$ cat src/shared/dcp_consts.svh
// Constants for the drive configuration parameter bank.
// Assumes inclusion by bare name from the package and the design module.
`ifndef DCP_CONSTS_SVH
`define DCP_CONSTS_SVH

// Parameter addresses (16-bit word address)
`define DCP_ADDR_STARTUP_ENABLE 16'h050c
`define DCP_ADDR_MOVE_INVERT    16'h0618
`define DCP_ADDR_COUNT_INVERT   16'h080e
`define DCP_ADDR_PANEL_LOCK     16'h3a02

// Power-on values; rst does not reload them
`define DCP_RST_STARTUP_ENABLE  16'h0000
`define DCP_RST_MOVE_INVERT     16'h0000
`define DCP_RST_COUNT_INVERT    16'h0000
`define DCP_RST_PANEL_LOCK      16'h0000

// Highest legal values
`define DCP_MAX_STARTUP_ENABLE  16'h0002
`define DCP_MAX_MOVE_INVERT     16'h0001
`define DCP_MAX_COUNT_INVERT    16'h0001
`define DCP_MAX_PANEL_LOCK      16'h0001

// Start-up enable modes
`define DCP_MODE_EDGE           2'h0
`define DCP_MODE_LEVEL          2'h1
`define DCP_MODE_AUTO           2'h2

// Read value of an unmapped address
`define DCP_RDATA_NONE          16'h0000

`endif

$ cat src/shared/dcp_pkg.sv
// Types for the drive configuration parameter bank.
// Assumes dcp_consts.svh is on the include path.
package dcp_pkg;
  `include "dcp_consts.svh"

  typedef logic [15:0] dcp_word_t;
  typedef logic [1:0]  dcp_mode_t;

  typedef enum logic [2:0] {
    DCP_ST_WAIT = 3'b001,
    DCP_ST_ON   = 3'b010,
    DCP_ST_OFF  = 3'b100
  } dcp_state_t;
endpackage

$ cat src/rtl/dcp_param_bank.sv
// Drive configuration parameter bank with power-stage start-up control.
// Assumes a synchronous parameter access port from fieldbus or panel logic
// on clk; enable and pulse-train pins are asynchronous.
`timescale 1ns/1ps
`include "dcp_consts.svh"

// Operation
// - Panel lock: 0 unlocked, 1 locked
// - Locked panel cannot start change, jog, tune, reset
// - Panel lock takes effect immediately
// - Count inversion applies to pulse-train counting
// - Count inversion 0 normal, 1 reversed
// - Movement inversion 0 normal, 1 reversed
// - Movement inversion changes only while stage disabled
// - Movement inversion applies after next power-on
// - Mode 0: enable on enable rising edge
// - Mode 1: enable while enable input active; the stage stays on after the input drops, until stage_disable_req
// - Mode 2: enable automatically after start-up
// - Start-up mode change used at next start-up after power-on, not on restart from off
module dcp_param_bank (
  // Clock and reset
  input  wire logic           clk,
  input  wire logic           rst,
  // Parameter access port
  input  wire logic           prm_req,
  input  wire logic           prm_we,
  input  wire logic           prm_from_panel,
  input  wire logic [15:0]    prm_addr,
  input  wire dcp_pkg::dcp_word_t prm_wdata,
  output logic                prm_ack,
  output logic                prm_err,
  output dcp_pkg::dcp_word_t  prm_rdata,
  // Panel function requests
  input  wire logic           panel_jog_req,
  input  wire logic           panel_tune_req,
  input  wire logic           panel_fault_reset_req,
  output logic                jog_start,
  output logic                tune_start,
  output logic                fault_reset_start,
  output logic                panel_locked,
  // Pulse-train input pins
  input  wire logic           pulse_train_input_pulse,
  input  wire logic           pulse_train_input_dir,
  output logic                count_up,
  output logic                count_down,
  // Movement direction
  input  wire logic           move_dir_cmd,
  output logic                motor_dir,
  // Power stage
  input  wire logic           enable_pin,
  input  wire logic           stage_disable_req,
  output logic                power_stage_en
);
  import dcp_pkg::*;

  // Settings survive rst like a persistent store; the declared value is power-on
  dcp_word_t  panel_lock_q = `DCP_RST_PANEL_LOCK;
  dcp_word_t  count_inv_q  = `DCP_RST_COUNT_INVERT;
  dcp_word_t  move_inv_q   = `DCP_RST_MOVE_INVERT;
  dcp_word_t  startup_q    = `DCP_RST_STARTUP_ENABLE;
  dcp_word_t  panel_lock_d;
  dcp_word_t  count_inv_d;
  dcp_word_t  move_inv_d;
  dcp_word_t  startup_d;
  logic       move_inv_act_q, move_inv_act_d;
  dcp_mode_t  mode_act_q, mode_act_d;
  logic       booted_q, booted_d;
  dcp_state_t state_q, state_d;
  logic       ack_q, ack_d;
  logic       err_q, err_d;
  dcp_word_t  rdata_q, rdata_d;
  logic       jog_q, jog_d;
  logic       tune_q, tune_d;
  logic       frst_q, frst_d;
  logic       up_q, up_d;
  logic       dn_q, dn_d;
  logic       mdir_q, mdir_d;
  logic [2:0] sync1_q;
  logic [2:0] sync2_q;
  logic       pulse_prev_q;
  logic       en_prev_q;

  // Pin synchronisers: enable, pulse, direction
  always_ff @(posedge clk) begin
    if (rst) begin
      sync1_q      <= 3'h0;
      sync2_q      <= 3'h0;
      pulse_prev_q <= 1'b0;
      en_prev_q    <= 1'b0;
    end else begin
      sync1_q      <= {pulse_train_input_dir, pulse_train_input_pulse, enable_pin};
      sync2_q      <= sync1_q;
      pulse_prev_q <= sync2_q[1];
      en_prev_q    <= sync2_q[0];
    end
  end

  function automatic logic in_range(input dcp_word_t v, input dcp_word_t max);
    in_range = (v <= max);
  endfunction

  logic en_lvl;
  logic en_rise;
  logic pulse_rise;
  logic wr;
  logic refuse;

  always_comb begin
    en_lvl         = sync2_q[0];
    en_rise        = sync2_q[0] & ~en_prev_q;
    pulse_rise     = sync2_q[1] & ~pulse_prev_q;
    panel_lock_d   = panel_lock_q;
    count_inv_d    = count_inv_q;
    move_inv_d     = move_inv_q;
    startup_d      = startup_q;
    move_inv_act_d = move_inv_act_q;
    mode_act_d     = mode_act_q;
    booted_d       = 1'b1;
    state_d        = state_q;
    ack_d          = prm_req;
    err_d          = 1'b0;
    rdata_d        = `DCP_RDATA_NONE;
    // Lock is read from the live register, no shadow copy
    refuse         = prm_from_panel & panel_lock_q[0];
    wr             = prm_req & prm_we & ~refuse;
    if (prm_req & prm_we & refuse) begin
      err_d = 1'b1;
    end
    if (prm_req & ~prm_we) begin
      case (prm_addr)
        `DCP_ADDR_PANEL_LOCK:     rdata_d = panel_lock_q;
        `DCP_ADDR_COUNT_INVERT:   rdata_d = count_inv_q;
        `DCP_ADDR_MOVE_INVERT:    rdata_d = move_inv_q;
        `DCP_ADDR_STARTUP_ENABLE: rdata_d = startup_q;
        default:                  err_d   = 1'b1;
      endcase
    end
    if (wr) begin
      case (prm_addr)
        `DCP_ADDR_PANEL_LOCK: begin
          if (in_range(prm_wdata, `DCP_MAX_PANEL_LOCK)) panel_lock_d = prm_wdata;
          else err_d = 1'b1;
        end
        `DCP_ADDR_COUNT_INVERT: begin
          if (in_range(prm_wdata, `DCP_MAX_COUNT_INVERT)) count_inv_d = prm_wdata;
          else err_d = 1'b1;
        end
        `DCP_ADDR_MOVE_INVERT: begin
          if (in_range(prm_wdata, `DCP_MAX_MOVE_INVERT) && !power_stage_en) begin
            move_inv_d = prm_wdata;
          end else begin
            err_d = 1'b1;
          end
        end
        `DCP_ADDR_STARTUP_ENABLE: begin
          if (in_range(prm_wdata, `DCP_MAX_STARTUP_ENABLE)) startup_d = prm_wdata;
          else err_d = 1'b1;
        end
        default: err_d = 1'b1;
      endcase
    end
    // Movement inversion copied only at the first cycle after power-on
    if (!booted_q) begin
      move_inv_act_d = move_inv_q[0];
    end
    // Panel functions blocked while locked
    jog_d  = panel_jog_req & ~panel_lock_q[0];
    tune_d = panel_tune_req & ~panel_lock_q[0];
    frst_d = panel_fault_reset_req & ~panel_lock_q[0];
    // Pulse-train counting with optional inversion
    up_d   = pulse_rise & (sync2_q[2] ^ count_inv_q[0]);
    dn_d   = pulse_rise & ~(sync2_q[2] ^ count_inv_q[0]);
    mdir_d = move_dir_cmd ^ move_inv_act_q;
    // Power stage enable sequence
    case (state_q)
      DCP_ST_WAIT: begin
        if (booted_q && !stage_disable_req) begin
          case (mode_act_q)
            `DCP_MODE_EDGE:  if (en_rise) state_d = DCP_ST_ON;
            `DCP_MODE_LEVEL: if (en_lvl) state_d = DCP_ST_ON;
            `DCP_MODE_AUTO:  state_d = DCP_ST_ON;
            default:         state_d = DCP_ST_WAIT;
          endcase
        end
      end
      DCP_ST_ON: begin
        if (stage_disable_req) state_d = DCP_ST_OFF;
      end
      DCP_ST_OFF: begin
        if (en_rise && !stage_disable_req) state_d = DCP_ST_ON;
      end
      default: state_d = DCP_ST_WAIT;
    endcase
    // Mode follows the register while the stage is off, frozen once it is on
    if (state_q != DCP_ST_ON) begin
      mode_act_d = startup_q[1:0];
    end
  end

  always_ff @(posedge clk) begin
    if (rst) begin
      move_inv_act_q <= 1'b0;
      mode_act_q     <= `DCP_MODE_EDGE;
      booted_q       <= 1'b0;
      state_q        <= DCP_ST_WAIT;
      ack_q          <= 1'b0;
      err_q          <= 1'b0;
      rdata_q        <= `DCP_RDATA_NONE;
      jog_q          <= 1'b0;
      tune_q         <= 1'b0;
      frst_q         <= 1'b0;
      up_q           <= 1'b0;
      dn_q           <= 1'b0;
      mdir_q         <= 1'b0;
    end else begin
      move_inv_act_q <= move_inv_act_d;
      mode_act_q     <= mode_act_d;
      booted_q       <= booted_d;
      state_q        <= state_d;
      ack_q          <= ack_d;
      err_q          <= err_d;
      rdata_q        <= rdata_d;
      jog_q          <= jog_d;
      tune_q         <= tune_d;
      frst_q         <= frst_d;
      up_q           <= up_d;
      dn_q           <= dn_d;
      mdir_q         <= mdir_d;
    end
  end

  // Stored settings: rst does not clear them, so next power-on sees them
  always_ff @(posedge clk) begin
    if (!rst) begin
      panel_lock_q <= panel_lock_d;
      count_inv_q  <= count_inv_d;
      move_inv_q   <= move_inv_d;
      startup_q    <= startup_d;
    end
  end

  assign prm_ack           = ack_q;
  assign prm_err           = err_q;
  assign prm_rdata         = rdata_q;
  assign jog_start         = jog_q;
  assign tune_start        = tune_q;
  assign fault_reset_start = frst_q;
  assign panel_locked      = panel_lock_q[0];
  assign count_up          = up_q;
  assign count_down        = dn_q;
  assign motor_dir         = mdir_q;
  assign power_stage_en    = (state_q == DCP_ST_ON);
endmodule

$ cat config.mk
export PLATFORM = sky130hd
export DESIGN_NAME = dcp_param_bank
export DESIGN_NICKNAME = d
export VERILOG_FILES = /design/src/shared/dcp_pkg.sv /design/src/rtl/dcp_param_bank.sv
export VERILOG_INCLUDE_DIRS = /design/src /design/src/shared
export SDC_FILE = /design/constraint.sdc
export NUM_CORES = 1
export LEC_CHECK = 0
export ABC_AREA = 1
export BUFFER_PORTS_ARGS = -buffer_cell sky130_fd_sc_hd__buf_2
export CORE_ASPECT_RATIO = 1.1
export CORE_MARGIN = 8
export CORE_UTILIZATION = 50
export CTS_CLUSTER_DIAMETER = 40
export DETAILED_ROUTE_END_ITERATION = 10
export PLACE_DENSITY_LB_ADDON = 0.12
export REMOVE_ABC_BUFFERS = 1
export SYNTH_ARGS = -nofsm -noshare
export SYNTH_HDL_FRONTEND = slang
export SYNTH_SLANG_ARGS = --single-unit
$ cat constraint.sdc
create_clock -name clk -period 4.7 [get_ports clk]
set_input_delay 0.47 -clock clk [delete_from_list [all_inputs] [get_ports clk]]
set_output_delay 0.47 -clock clk [all_outputs]
set_load 0.03 [all_outputs]
== Yosys cells after proc, flatten, opt, wreduce, memory -nomap -nowiden ==
Cells that the tools add are included.

* $lt $le $gt $ge: 2
* Equality and inequality tests: 15
* Mux-type cells: 17
* Bitwise gates (word level): 22
* Reductions and logical operators: 14

{| class="wikitable"
|+ Operators by type and width
! kind !! number
|-
| $pmux W16 S4 || 1
|-
| $eq A16 B11 Y1 const B || 2
|-
| $pmux W3 S3 || 2
|-
| $eq A16 B12 Y1 const B || 1
|-
| $eq A16 B14 Y1 const B || 1
|-
| $le A16 B1 Y1 const B || 1
|-
| $le A16 B2 Y1 const B || 1
|-
| $reduce_and A4 Y1 || 4
|-
| $mux W3 || 5
|-
| $and A1 B1 Y1 || 12
|-
| $mux W1 || 8
|-
| $not A1 Y1 || 8
|-
| $ne A2 B2 Y1 const B || 3
|-
| $ne A3 B3 Y1 const B || 2
|-
| $reduce_and A5 Y1 || 1
|-
| $reduce_or A2 Y1 || 2
|-
| $reduce_or A4 Y1 || 1
|-
| $eq A3 B1 Y1 const B || 1
|-
| $eq A3 B2 Y1 const B || 1
|-
| $eq A3 B3 Y1 const B || 1
|-
| $logic_and A1 B1 Y1 || 3
|-
| $ne A3 B2 Y1 const B || 1
|-
| $pmux W1 S3 || 1
|-
| $eq A2 B1 Y1 const B || 1
|-
| 4 further kinds || 6
|}

* Bits in registers: 103
* Input bits: 45

== Longest topological paths before layout ==
* Depth after elaboration: 8
* Gate-level depth with buffers: 10
* Gate-level depth less buffers: 10

== Least setup slack after synthesis ==
Ideal clock, no wire load.

* Path kind: input port to flip-flop
* Start: input prm_addr[7]
* End: register startup_q[0] (enable)
* Setup time: 0.430 ns
* Arrival: 2.699 ns
* Required time: 4.270 ns
* Path slack: 1.571 ns
* Stages on the path: 7
* Buffers on the path: 0
* Cell sequence: nor2_2 nand2_1 nor2_2 inv_2 nor2_4 inv_2 nor4_1

* Cells in the longest elaborated chain, start to end: 2

{| class="wikitable"
|+ Ends and longest elaborated chain
! element !! line !! source
|-
| start, declared || dcp_param_bank.sv:28 || <nowiki>input wire logic [15:0] prm_addr,</nowiki>
|-
| $eq A16 B11 Y1 || dcp_param_bank.sv:139 || <nowiki>case (prm_addr)</nowiki>
|-
| $reduce_and A4 Y1 (no line) || - ||
|-
| end signal, assigned || dcp_param_bank.sv:238 || <nowiki>startup_q <= startup_d;</nowiki>
|-
| end, declared || dcp_param_bank.sv:60 || <nowiki>dcp_word_t startup_q = `DCP_RST_STARTUP_ENABLE;</nowiki>
|}

No other way between the ends.
A chain may end at the register's enable or synchronous reset.

== Worst setup path after layout ==
* Start: input prm_addr[7]
* End: register count_inv_q[4] (enable)

* Cells in the longest elaborated chain, start to end: 2

{| class="wikitable"
|+ Ends and longest elaborated chain
! element !! line !! source
|-
| $eq A16 B12 Y1 || dcp_param_bank.sv:139 ||
|-
| $reduce_and A4 Y1 (no line) || - ||
|-
| end signal, assigned || dcp_param_bank.sv:236 || <nowiki>count_inv_q <= count_inv_d;</nowiki>
|-
| end, declared || dcp_param_bank.sv:58 || <nowiki>dcp_word_t count_inv_q = `DCP_RST_COUNT_INVERT;</nowiki>
|}

No other way between the ends.

==> flow_metrics.tcl <==
set metrics [dict create \
    hp-class "in2reg" \
    track_usage 0.1620 \
    antenna_found_initial 0 \
    fin_crit_sh 0.5381 \
    rows 34 \
    setup_violations 0 \
    clk_latency_ns 0.36 \
    drc_errors 0 \
    min_from "pulse_train_input_dir" \
    die_y_um 110.3 \
    postCtsHoldBufs 0 \
    ys.flop_type "edfxtp_1" \
    die_w_um 101.7 \
    drt_iter0_drc 158 \
    p_leak_nw 1.751 \
    fin_skew_ns 0.01315 \
    dieArea_um2 11210 \
    synth_area_um2 4039 \
    diodes 0 \
    cts_root_buf "clkbuf_8" \
    wirelength_um 8500 \
    synth_fa_ha_area_frac 0 \
    io_buffers 70 \
    drt-wirelength-per-cell_um 15.57 \
    via_per_inst 5.079 \
    yosys-mux-area-fraction 0 \
    core_um2 7870 \
    hold_end "sync1_q[2]" \
    cts_buffers 9 \
    synth_area_leaders "edfxtp_1 48%, dfxtp_1 19%, nand2_1 6.7%" \
    num_io_pins 71 \
    synth-edff-count 64 \
    synth_compound_area_frac 0.07900 \
    grt_pass1_vias 2818 \
    place.detailed.hpwl_um 5794 \
    nNetsFinal 478 \
    crit_type "in2reg" \
    clk_pin_slew_ns 0.09 \
    cts_max_level 3 \
    max-slew-margin-rel 0.3800 \
    crit_fanout 34 \
    critPathArrivalTime_ns 2.59 \
    ys_ff_latch 103 \
    power_density_nw_per_um2 354.6 \
    tightestPinTransition_ns 0.9270 \
    grt_max_degree 35 \
    pre_cts_ws_ns 1.774 \
    drive_above_1_share 0.2717 \
    worst_r2r_path_depth 5 \
    ff2ff_setup_slack_ns 2.32 \
    tritoncts "done" \
    async_flop_share 0 \
    syn2layout_area_growth_pct 17.10 \
    drv_cap 0 \
    final_util 0.6010 \
    outcome "finished, final reports clean" \
    fill_cells 667 \
    cp-start-kind "input pin" \
    timing.fmax_ghz 0.3954 \
    synth_cells 359 \
    cts_resized 0 \
    rsz0062_at_grt "false" \
    hold_depth 3 \
    synthDistinctLibCells 31 \
    yosysTopAreaCellShare 0.4758 \
    ys_seq_area_frac 0.6691 \
    hold_viol 0 \
    synth_top_family_by_area "simple AND/OR/NAND/NOR gates" \
    post_cts_buffers 0 \
    first_pass_iters 4 \
    cts_buffer_depth 2 \
    cts_num_sinks 103 \
    synth.yosys.warnings 0 \
    post-synth-top-count-cell "nand2_1" \
    setup_ws_ns 2.171 \
    vias 2773 \
    fin_crit_ns 2.529 \
    synth_common_cells "72 x nand2_1, 64 x edfxtp_1, 43 x nor2_1, 39 x dfxtp_1, 37 x nand3_1" \
    synth.avg_cell_area_um2 11.25 \
    overflow 0 \
    grt_pass1_wl_um 13830 \
    required_ns 4.76 \
    drtAntennaViolNets 0 \
    peakVddDrop_mv 0.2055 \
    gp_congestion 0.8328 \
    maxSlewViolCount 0 \
    yosys.area_share.xor_xnor 0.004337 \
    yosys.area_share.simple 0.1970 \
    r2r-end "count_inv_q[4]" \
    r2r-start "panel_lock_q[0]" \
    end_kind "register" \
    synth_top_area_cell "edfxtp_1" \
    start_util 0.5132 \
    fin_setup_tns_ns 0 \
]
-- how the worst max path moves through the flow --
stage	startpoint	endpoint	slack [ns]
after global placement	prm_addr[7]	count_inv_q[3]	1.84
final	prm_addr[7]	count_inv_q[4]	2.17
after floorplan	prm_addr[7]	startup_q[0]	1.47
after detailed placement	prm_addr[7]	count_inv_q[0]	1.77
after CTS	prm_addr[7]	count_inv_q[4]	2.15
after global routing	prm_addr[7]	count_inv_q[4]	2.01
-- sequential cells by signal (all words and copies together), names as in the netlist, 2 cells and up --
signal / count
prm_rdata: 16
state_q: 3
panel_lock_q: 16
move_inv_q: 16
count_inv_q: 16
mode_act_q: 2
sync1_q: 3
startup_q: 16
sync2_q: 3
-- layer usage --
metal  global-route usage  vias up  routed length, µm
met5                    0        -                  0
met4              0.06496        0                182
met3              0.03643       16                601
met2               0.2669       95               4152
met1               0.2025     1296               3564
li1                     -     1366                  -
-- per-stage QoR --
step           std cells  power (mW)  hold slack, ns  area (µm²)
2_1_floorplan        349       1.044          0.3883        3978
4_1_cts              546       1.690          0.2891        4730
6_report             546       1.677          0.3047        4730
3_5_place_dp         530       1.088          0.3948        4503
3_3_place_gp         530       1.084          0.3912        4503
5_1_grt              546       1.735          0.3109        4730
-- layout by cell type (no fill, tap or decap), types with 2 or more instances in the layout --
cell type	n
a21oi_1	4
a41oi_1	5
a41oi_2	10
buf_2	70
buf_4	3
clkbuf_1	2
clkbuf_16	2
clkbuf_8	9
dfxtp_1	39
edfxtp_1	64
inv_1	35
inv_2	3
nand2_1	72
nand2_2	2
nand3_1	37
nand4_1	3
nor2_1	43
nor2_2	6
nor2_4	5
o211ai_1	2
o21ai_0	6
o22ai_1	2
xnor2_1	2
-- report_power, final --
| group | leakage, nW | total (mW) | internal [mW] | switching [mW] |
|---|---|---|---|---|
| Sequential | 0.893 | 0.973 | 0.968 | 0.00511 |
| Combinational | 0.743 | 0.0940 | 0.0345 | 0.0595 |
| Clock | 0.115 | 0.610 | 0.314 | 0.296 |
-- worst max-delay path, stage by stage --
cell and delay [ns]:
buf_2 0.10, nor2_2 0.11, nand2_1 0.12, nor2_4 0.65
nand2_1 0.18, nor2_1 0.60, buf_4 0.34
-- final cells by class --
class / instances / area, µm² / share of cell area
Inverter: 38 / 142.6 / 0.03016
Clock inverter: 3 / 45.04 / 0.009524
Timing Repair Buffer: 73 / 372.9 / 0.07884
Sequential cell: 103 / 2703 / 0.5714
Multi-Input combinational cell: 208 / 1150 / 0.2431
Tap cell: 108 / 135.1 / 0.02857
Clock buffer: 13 / 181.4 / 0.03836
-- logic make-up (layout without fill, tap and decap cells) --
| family | after synthesis | after routing |
|---|---|---|
| AO/OA/AOI/OAI | 32 | 32 |
| buffers and inverters | 48 | 127 |
| XOR/XNOR | 2 | 2 |
| AND/OR/NAND/NOR | 174 | 174 |
| flip-flops | 103 | 103 |
No activity file was read; power rests on OpenSTA's default activity.
